## src/common/adpcm_cmd_pkg.sv

```systemverilog
// Package for the ADPCM channel command decoder: header codes, field positions,
// reset values and the per half channel settings record.
// Assumes a single system clock domain; nothing here holds logic.
`default_nettype none

package adpcm_cmd_pkg;

	// Number of half channels served
	localparam int NUM_HALF_CH = 8;

	// Upper six bits of a command's first byte
	localparam logic [5:0] HDR_SETUP  = 6'h00;
	localparam logic [5:0] HDR_PCC    = 6'h0c;
	localparam logic [5:0] HDR_PWR_UP = 6'h04;
	localparam logic [5:0] HDR_PWR_DN = 6'h02;

	// Setup record: seven bytes per half channel, only the first two are decoded here
	localparam logic [2:0] SETUP_REC_LAST = 3'h6;
	localparam int SETUP_IN_BIT    = 7;
	localparam int SETUP_OUT_BIT   = 6;
	localparam int SETUP_ALLOC_BIT = 4;
	localparam int SETUP_DEC_BIT   = 6;
	localparam int SETUP_RATE_LSB  = 0;

	// Per-channel control low byte
	localparam int PCC_RESET_BIT  = 4;
	localparam int PCC_BYPASS_BIT = 3;
	localparam int PCC_LAW_BIT    = 2;
	localparam int PCC_IDLE_BIT   = 0;

	// Route field: bit 1 input on Y, bit 0 output on Y
	typedef enum logic [1:0] {
		ROUTE_XIN_XOUT = 2'b00,
		ROUTE_XIN_YOUT = 2'b01,
		ROUTE_YIN_XOUT = 2'b10,
		ROUTE_YIN_YOUT = 2'b11
	} route_t;

	typedef enum logic [1:0] {
		RATE_16K = 2'b00,
		RATE_24K = 2'b01,
		RATE_32K = 2'b10,
		RATE_40K = 2'b11
	} rate_t;

	typedef struct packed {
		route_t route;
		logic   alloc;
		logic   decode;
		rate_t  rate;
		logic   alg_reset;
		logic   bypass;
		logic   law_a;
		logic   idle;
	} chan_cfg_t;

	// Reset values
	localparam logic  RST_ALLOC     = 1'b1;
	localparam rate_t RST_RATE      = RATE_32K;
	localparam logic  RST_ALG_RESET = 1'b1;
	localparam logic  RST_BYPASS    = 1'b0;
	localparam logic  RST_LAW_A     = 1'b0;
	localparam logic  RST_IDLE      = 1'b0;

	// Codes driven while a channel's algorithm is held in reset
	localparam logic [7:0] HOLD_CODE_ENC    = 8'hff;
	localparam logic [7:0] HOLD_CODE_DEC_MU = 8'hff;
	localparam logic [7:0] HOLD_CODE_DEC_A  = 8'hd5;

endpackage

`default_nettype wire

```

## src/adpcm_channel_command_decoder.sv

```systemverilog
// Command decoder for the 3-wire serial command port of the ADPCM processor.
// Assumes the controller frames each command with one select-active period and
// that serial clock, data and select are slow against CLOCK (125 MHz).
`default_nettype none

module adpcm_channel_command_decoder
	import adpcm_cmd_pkg::*;
#(
	parameter int NUM_CH = NUM_HALF_CH
) (
	// Clock and reset
	input  wire logic                   CLOCK,
	input  wire logic                   RST_B,
	// Serial command port
	input  wire logic                   COMMAND_SERIAL_CLK,
	input  wire logic                   COMMAND_SERIAL_IN,
	input  wire logic                   COMMAND_SELECT_N,
	// Chip identity straps
	input  wire logic                   CHIP_ID_HIGH,
	input  wire logic                   CHIP_ID_LOW,
	// Processing control
	input  wire logic                   PROCESSING_RESUME,
	output logic                        PROCESSING_STOP,
	output logic                        PLL_POWERUP,
	output logic                        LOW_RATE_CLOCK_SEL,
	// Channel settings
	output chan_cfg_t [NUM_CH-1:0]      CHAN_CFG,
	output logic [NUM_CH-1:0][7:0]      HOLD_CODE
);

	if (NUM_CH < 1 || NUM_CH > 255) begin : g_check
		$error("NUM_CH must lie between 1 and 255");
	end

	typedef enum logic [2:0] {
		ST_HEADER   = 3'b000,
		ST_START_CH = 3'b001,
		ST_PCC_HIGH = 3'b010,
		ST_PCC_LOW  = 3'b011,
		ST_SETUP    = 3'b100,
		ST_DISCARD  = 3'b101
	} state_t;

	function automatic chan_cfg_t default_cfg(input int idx);
		chan_cfg_t c;
		c.decode    = (idx < NUM_CH / 2);
		c.route     = c.decode ? ROUTE_YIN_YOUT : ROUTE_XIN_XOUT;
		c.alloc     = RST_ALLOC;
		c.rate      = RST_RATE;
		c.alg_reset = RST_ALG_RESET;
		c.bypass    = RST_BYPASS;
		c.law_a     = RST_LAW_A;
		c.idle      = RST_IDLE;
		return c;
	endfunction

	function automatic logic [7:0] hold_code_of(input chan_cfg_t c);
		if (!c.decode)
			return HOLD_CODE_ENC;
		return c.law_a ? HOLD_CODE_DEC_A : HOLD_CODE_DEC_MU;
	endfunction

	// Pin synchronisers: two flops before any logic looks at a pin
	logic [4:0] pin_meta_reg;
	logic [4:0] pin_sync_reg;
	logic       sclk_prev_reg;
	logic       sclk_s;
	logic       sdi_s;
	logic       sel_n_s;
	logic [1:0] chip_id_s;

	always_ff @(posedge CLOCK or negedge RST_B) begin
		if (!RST_B) begin
			pin_meta_reg  <= 5'h1c;
			pin_sync_reg  <= 5'h1c;
			sclk_prev_reg <= 1'b0;
		end else begin
			pin_meta_reg  <= {COMMAND_SELECT_N, CHIP_ID_HIGH, CHIP_ID_LOW,
				COMMAND_SERIAL_CLK, COMMAND_SERIAL_IN};
			pin_sync_reg  <= pin_meta_reg;
			sclk_prev_reg <= pin_sync_reg[1];
		end
	end

	assign sel_n_s   = pin_sync_reg[4];
	assign chip_id_s = pin_sync_reg[3:2];
	assign sclk_s    = pin_sync_reg[1];
	assign sdi_s     = pin_sync_reg[0];

	// Byte assembly, MSB first, data taken on the serial clock's rising edge
	logic [2:0] bit_cnt_reg;
	logic [2:0] bit_cnt_next;
	logic [6:0] shift_reg;
	logic [6:0] shift_next;
	logic [7:0] byte_reg;
	logic [7:0] byte_next;
	logic       byte_stb_reg;
	logic       byte_stb_next;

	always_comb begin
		bit_cnt_next  = bit_cnt_reg;
		shift_next    = shift_reg;
		byte_next     = byte_reg;
		byte_stb_next = 1'b0;
		if (sel_n_s) begin
			bit_cnt_next = 3'h0;
		end else if (sclk_s && !sclk_prev_reg) begin
			shift_next   = {shift_reg[5:0], sdi_s};
			bit_cnt_next = bit_cnt_reg + 3'h1;
			if (bit_cnt_reg == 3'h7) begin
				byte_stb_next = 1'b1;
				byte_next     = {shift_reg, sdi_s};
			end
		end
	end

	always_ff @(posedge CLOCK or negedge RST_B) begin
		if (!RST_B) begin
			bit_cnt_reg  <= 3'h0;
			shift_reg    <= 7'h00;
			byte_reg     <= 8'h00;
			byte_stb_reg <= 1'b0;
		end else begin
			bit_cnt_reg  <= bit_cnt_next;
			shift_reg    <= shift_next;
			byte_reg     <= byte_next;
			byte_stb_reg <= byte_stb_next;
		end
	end

	// Command interpretation
	state_t                  state_reg;
	state_t                  state_next;
	logic [7:0]              ch_idx_reg;
	logic [7:0]              ch_idx_next;
	logic [2:0]              rec_cnt_reg;
	logic [2:0]              rec_cnt_next;
	logic [7:0]              pend0_reg;
	logic [7:0]              pend0_next;
	logic [7:0]              pend1_reg;
	logic [7:0]              pend1_next;
	chan_cfg_t [NUM_CH-1:0]  cfg_reg;
	chan_cfg_t [NUM_CH-1:0]  cfg_next;
	logic [NUM_CH-1:0][7:0]  hold_reg;
	logic [NUM_CH-1:0][7:0]  hold_next;
	logic                    powerup_reg;
	logic                    powerup_next;
	logic                    stop_reg;
	logic                    stop_next;
	logic                    lowclk_reg;
	logic                    lowclk_next;
	logic                    id_match;
	logic [5:0]              hdr;
	logic [7:0]              ch_inc;

	assign id_match = (byte_reg[1:0] == chip_id_s);
	assign hdr      = byte_reg[7:2];
	// Saturate so a runaway sequence never wraps back onto channel 0
	assign ch_inc   = (ch_idx_reg == 8'hff) ? ch_idx_reg : ch_idx_reg + 8'h01;

	always_comb begin
		state_next   = state_reg;
		ch_idx_next  = ch_idx_reg;
		rec_cnt_next = rec_cnt_reg;
		pend0_next   = pend0_reg;
		pend1_next   = pend1_reg;
		cfg_next     = cfg_reg;
		powerup_next = 1'b0;
		lowclk_next  = lowclk_reg;
		// A stop request in the same cycle as a resume wins below
		stop_next    = PROCESSING_RESUME ? 1'b0 : stop_reg;
		if (byte_stb_reg) begin
			unique case (state_reg)
				ST_HEADER: begin
					if (!id_match) begin
						state_next = ST_DISCARD;
					end else begin
						unique case (hdr)
							HDR_SETUP: begin
								ch_idx_next  = 8'h00;
								rec_cnt_next = 3'h0;
								state_next   = ST_SETUP;
							end
							HDR_PCC: state_next = ST_START_CH;
							HDR_PWR_UP: begin
								powerup_next = 1'b1;
								stop_next    = 1'b1;
								lowclk_next  = 1'b0;
								for (int i = 0; i < NUM_CH; i++)
									cfg_next[i].alg_reset = 1'b1;
								state_next = ST_DISCARD;
							end
							HDR_PWR_DN: begin
								stop_next   = 1'b1;
								lowclk_next = 1'b1;
								state_next  = ST_DISCARD;
							end
							default: state_next = ST_DISCARD;
						endcase
					end
				end
				ST_START_CH: begin
					ch_idx_next = byte_reg;
					state_next  = ST_PCC_HIGH;
				end
				ST_PCC_HIGH: state_next = ST_PCC_LOW;
				ST_PCC_LOW: begin
					for (int i = 0; i < NUM_CH; i++) begin
						if (ch_idx_reg == 8'(i)) begin
							cfg_next[i].alg_reset = byte_reg[PCC_RESET_BIT];
							cfg_next[i].bypass    = byte_reg[PCC_BYPASS_BIT];
							cfg_next[i].law_a     = byte_reg[PCC_LAW_BIT];
							cfg_next[i].idle      = byte_reg[PCC_IDLE_BIT];
						end
					end
					ch_idx_next = ch_inc;
					state_next  = ST_PCC_HIGH;
				end
				ST_SETUP: begin
					// Commit only on a whole record, so the footer byte is dropped
					if (rec_cnt_reg == 3'h0)
						pend0_next = byte_reg;
					if (rec_cnt_reg == 3'h1)
						pend1_next = byte_reg;
					if (rec_cnt_reg == SETUP_REC_LAST) begin
						for (int i = 0; i < NUM_CH; i++) begin
							if (ch_idx_reg == 8'(i)) begin
								cfg_next[i].route = route_t'({pend0_reg[SETUP_IN_BIT],
									pend0_reg[SETUP_OUT_BIT]});
								cfg_next[i].alloc  = pend0_reg[SETUP_ALLOC_BIT];
								cfg_next[i].decode = pend1_reg[SETUP_DEC_BIT];
								cfg_next[i].rate   = rate_t'(pend1_reg[SETUP_RATE_LSB +: 2]);
							end
						end
						ch_idx_next  = ch_inc;
						rec_cnt_next = 3'h0;
					end else begin
						rec_cnt_next = rec_cnt_reg + 3'h1;
					end
				end
				ST_DISCARD: state_next = ST_DISCARD;
				default: state_next = ST_HEADER;
			endcase
		end
		if (sel_n_s)
			state_next = ST_HEADER;
		for (int i = 0; i < NUM_CH; i++)
			hold_next[i] = hold_code_of(cfg_next[i]);
	end

	always_ff @(posedge CLOCK or negedge RST_B) begin
		if (!RST_B) begin
			state_reg   <= ST_HEADER;
			ch_idx_reg  <= 8'h00;
			rec_cnt_reg <= 3'h0;
			pend0_reg   <= 8'h00;
			pend1_reg   <= 8'h00;
			powerup_reg <= 1'b0;
			stop_reg    <= 1'b0;
			lowclk_reg  <= 1'b0;
			for (int i = 0; i < NUM_CH; i++) begin
				cfg_reg[i]  <= default_cfg(i);
				hold_reg[i] <= hold_code_of(default_cfg(i));
			end
		end else begin
			state_reg   <= state_next;
			ch_idx_reg  <= ch_idx_next;
			rec_cnt_reg <= rec_cnt_next;
			pend0_reg   <= pend0_next;
			pend1_reg   <= pend1_next;
			powerup_reg <= powerup_next;
			stop_reg    <= stop_next;
			lowclk_reg  <= lowclk_next;
			cfg_reg     <= cfg_next;
			hold_reg    <= hold_next;
		end
	end

	assign CHAN_CFG           = cfg_reg;
	assign HOLD_CODE          = hold_reg;
	assign PLL_POWERUP        = powerup_reg;
	assign PROCESSING_STOP    = stop_reg;
	assign LOW_RATE_CLOCK_SEL = lowclk_reg;

	// Checks
	logic hdr_stb;
	assign hdr_stb = byte_stb_reg && (state_reg == ST_HEADER) && !sel_n_s;

	property p_foreign_id;
		@(posedge CLOCK) disable iff (!RST_B)
		hdr_stb && !id_match |=> state_reg == ST_DISCARD && $stable(cfg_reg);
	endproperty
	a_foreign_id: assert property (p_foreign_id) else $error("foreign command accepted");

	property p_powerup;
		@(posedge CLOCK) disable iff (!RST_B)
		hdr_stb && id_match && hdr == HDR_PWR_UP |=>
			PLL_POWERUP && PROCESSING_STOP && !LOW_RATE_CLOCK_SEL && CHAN_CFG[0].alg_reset
			##1 !PLL_POWERUP;
	endproperty
	a_powerup: assert property (p_powerup) else $error("power-up command misdecoded");

	property p_powerdown;
		@(posedge CLOCK) disable iff (!RST_B)
		hdr_stb && id_match && hdr == HDR_PWR_DN |=>
			PROCESSING_STOP && LOW_RATE_CLOCK_SEL && !PLL_POWERUP;
	endproperty
	a_powerdown: assert property (p_powerdown) else $error("power-down command misdecoded");

	property p_pcc_enter;
		@(posedge CLOCK) disable iff (!RST_B)
		hdr_stb && id_match && hdr == HDR_PCC |=> state_reg == ST_START_CH;
	endproperty
	a_pcc_enter: assert property (p_pcc_enter) else $error("control header not taken");

	property p_start_ch;
		@(posedge CLOCK) disable iff (!RST_B)
		byte_stb_reg && state_reg == ST_START_CH && !sel_n_s |=>
			ch_idx_reg == $past(byte_reg) && state_reg == ST_PCC_HIGH;
	endproperty
	a_start_ch: assert property (p_start_ch) else $error("start channel not loaded");

	property p_pcc_low;
		@(posedge CLOCK) disable iff (!RST_B)
		byte_stb_reg && state_reg == ST_PCC_LOW && ch_idx_reg == 8'h00 |=>
			CHAN_CFG[0].alg_reset == $past(byte_reg[PCC_RESET_BIT]) &&
			CHAN_CFG[0].bypass == $past(byte_reg[PCC_BYPASS_BIT]) &&
			CHAN_CFG[0].law_a == $past(byte_reg[PCC_LAW_BIT]) &&
			CHAN_CFG[0].idle == $past(byte_reg[PCC_IDLE_BIT]) && ch_idx_reg == 8'h01;
	endproperty
	a_pcc_low: assert property (p_pcc_low) else $error("control low byte not applied");

	property p_setup_commit;
		@(posedge CLOCK) disable iff (!RST_B)
		byte_stb_reg && state_reg == ST_SETUP && rec_cnt_reg == SETUP_REC_LAST &&
			ch_idx_reg == 8'h00 |=>
			CHAN_CFG[0].decode == $past(pend1_reg[SETUP_DEC_BIT]) &&
			CHAN_CFG[0].alloc == $past(pend0_reg[SETUP_ALLOC_BIT]) &&
			CHAN_CFG[0].route[1] == $past(pend0_reg[SETUP_IN_BIT]) && rec_cnt_reg == 3'h0;
	endproperty
	a_setup_commit: assert property (p_setup_commit) else $error("setup record not applied");

	// Checked on every channel, since the A-law decoder may sit anywhere
	property p_hold_code(int ch);
		@(posedge CLOCK) disable iff (!RST_B)
		CHAN_CFG[ch].decode && CHAN_CFG[ch].law_a |-> HOLD_CODE[ch] == 8'hd5;
	endproperty
	for (genvar g = 0; g < NUM_CH; g++) begin : g_hold_chk
		a_hold_code: assert property (p_hold_code(g)) else $error("A-law hold code wrong");
	end

	property p_frame_end;
		@(posedge CLOCK) disable iff (!RST_B)
		sel_n_s |=> state_reg == ST_HEADER && bit_cnt_reg == 3'h0;
	endproperty
	a_frame_end: assert property (p_frame_end) else $error("frame end not honoured");

	c_powerup: cover property (@(posedge CLOCK) disable iff (!RST_B) PLL_POWERUP);
	c_powerdown: cover property (@(posedge CLOCK) disable iff (!RST_B) $rose(LOW_RATE_CLOCK_SEL));
	c_pcc_last: cover property (@(posedge CLOCK) disable iff (!RST_B)
		byte_stb_reg && state_reg == ST_PCC_LOW && ch_idx_reg == 8'(NUM_CH - 1));
	c_setup: cover property (@(posedge CLOCK) disable iff (!RST_B)
		byte_stb_reg && state_reg == ST_SETUP && rec_cnt_reg == SETUP_REC_LAST);

endmodule

`default_nettype wire

```

## config.mk

```make
export PLATFORM = sky130hd
export DESIGN_NAME = adpcm_channel_command_decoder
export DESIGN_NICKNAME = d
export VERILOG_FILES = /design/src/common/adpcm_cmd_pkg.sv /design/src/adpcm_channel_command_decoder.sv
export SDC_FILE = /design/constraint.sdc
export NUM_CORES = 1
export LEC_CHECK = 0
export CAP_MARGIN = 25
export CORE_MARGIN = 5
export CORE_UTILIZATION = 32
export DETAILED_ROUTE_END_ITERATION = 6
export DONT_BUFFER_PORTS = 1
export PLACE_DENSITY_LB_ADDON = 0.2
export SYNTH_ARGS = -nofsm -noshare
export SYNTH_HDL_FRONTEND = slang
export SYNTH_SLANG_ARGS = --single-unit
```

## constraint.sdc

```tcl
create_clock -name CLOCK -period 2 [get_ports CLOCK]
set_input_delay 0.2 -clock CLOCK [delete_from_list [all_inputs] [get_ports CLOCK]]
set_output_delay 0.2 -clock CLOCK [all_outputs]
set_load 0.01 [all_outputs]
```

==> impl_metrics.csv <==
group,metric,value,unit
drt,drtAntennaViolNets,0,
sta,hold_violations,141,
clock_tree,numCtsBuffers,17,
sta,fin_crit,2.01,ns
job,maxCapViolCount,0,
synth,synth_enable_flop_cells,0,
placed_design,dp.cells,826,
drt,firstDrtPassIters,4,
global_route,grt_max_degree,142,
power,power_density,771,mW/mm²
sta,fin_crit_sh,100,%
floorplan,dieHeight,153,µm
synth,netlist_area,0.00650,mm²
power,combPwrFrac,2.1,%
floorplan,die_area,0.0233,mm²
drt,wl,16.3,mm
synth,yosys-top-cells-area,"dfrtp_1, dfstp_2, mux2_2, buf_4, nand2_1",
power,p_switching,0.00129,W
drt,viasPerCell,4.92,
final_layout,largest_reg_flops,80,
power,vdd.ir_drop.worst,546,µV
final_layout,drive_gt1_share,44.2,%
clock_tree,root_buffer,"clkbuf_16",
synth,synth_cell_type_count,61,
clock_tree,cts_tree,"built",
critical_path,critPathLaunchType,"flip-flop",
global_route,antenna_found_initial,0,
drt,post_drt_wl_per_cell,18.8,µm
synth,async_reset_ff_share,100,%
floorplan,num_io_pins,155,
power,seq_power_share,49.0,%
floorplan,die-width,153,µm
sta,max_freq,498,MHz
global_route,grtUsageTotal,13.7,%
synth,yosysSeqAreaShare,55.2,%
placed_design,dp_hpwl,11.4,mm
sta,setup_viol,3,
run_status,violations,"hold timing, setup timing",
sta,worst_pin_slew,0.524,ns
critical_path,cp_max_fo,6,
power,p_sw_share,21.2,%
placed_design,io_buffers,0,
clock_tree,worstSkewPairLatency,0.42,ns
synth,synth_top_area_share,35.0,%
sta,rsz0062_at_grt,"true",
synth,yosys_warnings,0,
power,p_leak,3.47,nW
floorplan,core,0.0201,mm²
critical_path,cp.arrival,2.30,ns
power,power.internal,0.00480,W
drt,first_iter_violations,217,
final_layout,area.growth.synth_to_final,21.4,%
synth,ys_ff_latch,141,
synth,synth.avg_cell_area,12.1,µm²
synth,synth_ff_type,"dfrtp_1",
sta,layout_setup_ws,-0.00818,ns
worst_hold_path,hp-class,"in2async",
drt,vias,4282,
critical_path,critPathRequiredTime,2.30,ns
drt,drc,0,
global_route,overflow,0,
clock_tree,htreeDepth,4,
final_layout,final_core_util,39.3,%
critical_path,crit_path_end_kind,"flip-flop",
run_status,outcome,"complete, but fails checks",
clock_tree,clkTransAtPathRegs,0.06,ns
final_layout,instances_no_fill,870,
final_layout,nets,601,
sta,whs,-0.528,ns
power,p_clk_share,48.9,%
clock_tree,cts_max_path_buffers,2,
sta,fin_skew,0.0122,ns
final_layout,fillers,1910,
final_layout,n_antenna_cell,0,
critical_path,criticalPathCategory,"reg2reg",
clock_tree,cts_sinks,141,
sta,slew_headroom,65.0,%
synth,netlist_instances,538,
global_route,grt_pass1_wl,25.3,mm
floorplan,std_cell_rows,52,
synth,synth_top_cell_by_area,"dfrtp_1",
sta,maxSlewViolCount,0,
clock_tree,hold_buffers,6,
global_route,grt_pass1_vias,4271,
placed_design,gp_congestion,0.822,
floorplan,initial_core_util,32.4,%
-- critical path, cell delays in order (launching register included) --
cell and delay [ns]:
dfrtp_1 0.37, or4_4 0.56, buf_6 0.15, nor3_4 0.23, buf_6 0.18, nand2_2 0.11, mux2_2 0.28
-- area by class of cell --
cell class / instances / area, µm² / share of cell area [%]
inverters: 12 / 45.0 / 0.570
multi-input cells: 343 / 2740 / 34.7
repair buffers: 72 / 619 / 7.84
clock buffers: 22 / 474 / 6.00
well taps: 270 / 338 / 4.28
clock inverters: 10 / 90.1 / 1.14
flip-flops and latches: 141 / 3590 / 45.5
-- layer usage --
metal	wire [µm]	GRT usage (%)
met5	0	0
met4	270	5.22
met3	871	4.12
met2	8300	21.7
met1	6910	17.8
-- cells by family after synthesis --
logic type / share of synthesized area (%)
AO/OA/AOI/OAI: 9.29
XOR/XNOR: 0.808
buffers and inverters: 9.12
multiplexers: 13.9
AND/OR/NAND/NOR: 10.4
adder cells (fa/ha/maj): 1.15
flip-flops: 55.2
other: 0.0576
-- power groups by stage --
stage / registers (W) / logic (W) / clock network [W]
floorplan: 0.00301 / 0.000163 / 0
global placement: 0.00303 / 0.000111 / 0
detailed placement: 0.00303 / 0.000114 / 0
CTS: 0.00299 / 0.000124 / 0.00306
global route: 0.00299 / 0.000139 / 0.00318
finish: 0.00298 / 0.000126 / 0.00298
-- cell usage after synthesis, drive strengths merged (3+ instances only) --
| master | number |
|---|---|
| dfrtp | 91 |
| mux2 | 77 |
| buf | 64 |
| dfstp | 50 |
| nand2 | 45 |
| o21ai | 29 |
| clkbuf | 18 |
| nand3 | 17 |
| nor2 | 16 |
| inv | 12 |
| a22o | 10 |
| nand4 | 10 |
| nor3 | 10 |
| o311ai | 7 |
| or3 | 7 |
| ha | 6 |
| a221o | 5 |
| a21oi | 4 |
| mux2i | 4 |
| o31ai | 4 |
| xor2 | 4 |
| a211oi | 3 |
| a32o | 3 |
| and2 | 3 |
| nor4 | 3 |
-- through the flow --
stage / setup slack (ns) / instance area, µm² / setup TNS, ns / total power, W
final: -0.00818 / 7900 / -0.0136 / 0.00609
after global routing: -0.0688 / 7900 / -1.23 / 0.00631
after CTS: -0.0632 / 7680 / -0.577 / 0.00617
after detailed placement: -0.113 / 7010 / -1.91 / 0.00315
after global placement: -0.0565 / 7010 / -0.685 / 0.00314
after floorplan: -0.0328 / 6750 / -0.300 / 0.00317
-- path summary, 6_finish.rpt --
check,from,to,slack (ns),depth (start not counted)
worst min register to register,pin_meta_reg[1],pin_sync_reg[1],0.35,0
min in group CLOCK,COMMAND_SELECT_N,pin_meta_reg[4],0.31,1
worst min-delay path,RST_B,pin_meta_reg[1],-0.53,0
worst max-delay path,ch_idx_reg[6],CHAN_CFG[14],-0.008,6
worst max register to register,ch_idx_reg[6],CHAN_CFG[14],-0.008,6
max in group asynchronous,RST_B,CHAN_CFG[35],2.25,0
-- cell usage in the layout (no fill, tap or decap), types with 5 or more instances in the layout --
| master | n |
|---|---|
| o21ai_1 | 9 |
| nand3_1 | 17 |
| a22o_1 | 10 |
| a221o_1 | 5 |
| nand2_1 | 37 |
| dlygate4sd3_1 | 6 |
| mux2_4 | 14 |
| conb_1 | 40 |
| nand4_1 | 10 |
| nor2_4 | 8 |
| inv_1 | 12 |
| or3_1 | 5 |
| nor2_1 | 8 |
| mux2_2 | 63 |
| dfstp_2 | 50 |
| clkbuf_16 | 17 |
| o21ai_0 | 15 |
| nand2_2 | 7 |
| buf_4 | 57 |
| nor3_1 | 5 |
| buf_6 | 5 |
| dfrtp_1 | 91 |
| ha_1 | 6 |
-- what timing repair did --
| action | CTS | global route |
|---|---|---|
| gates cloned | 0 | 2 |
| endpoints found under the hold margin | 147 | 141 |
| endpoints found under the setup margin | 54 | 81 |
| pin swaps | 1 | 12 |
| setup buffers | 0 | 4 |
| gates resized for setup | 13 | 46 |
(Power assumes the default switching activity.)
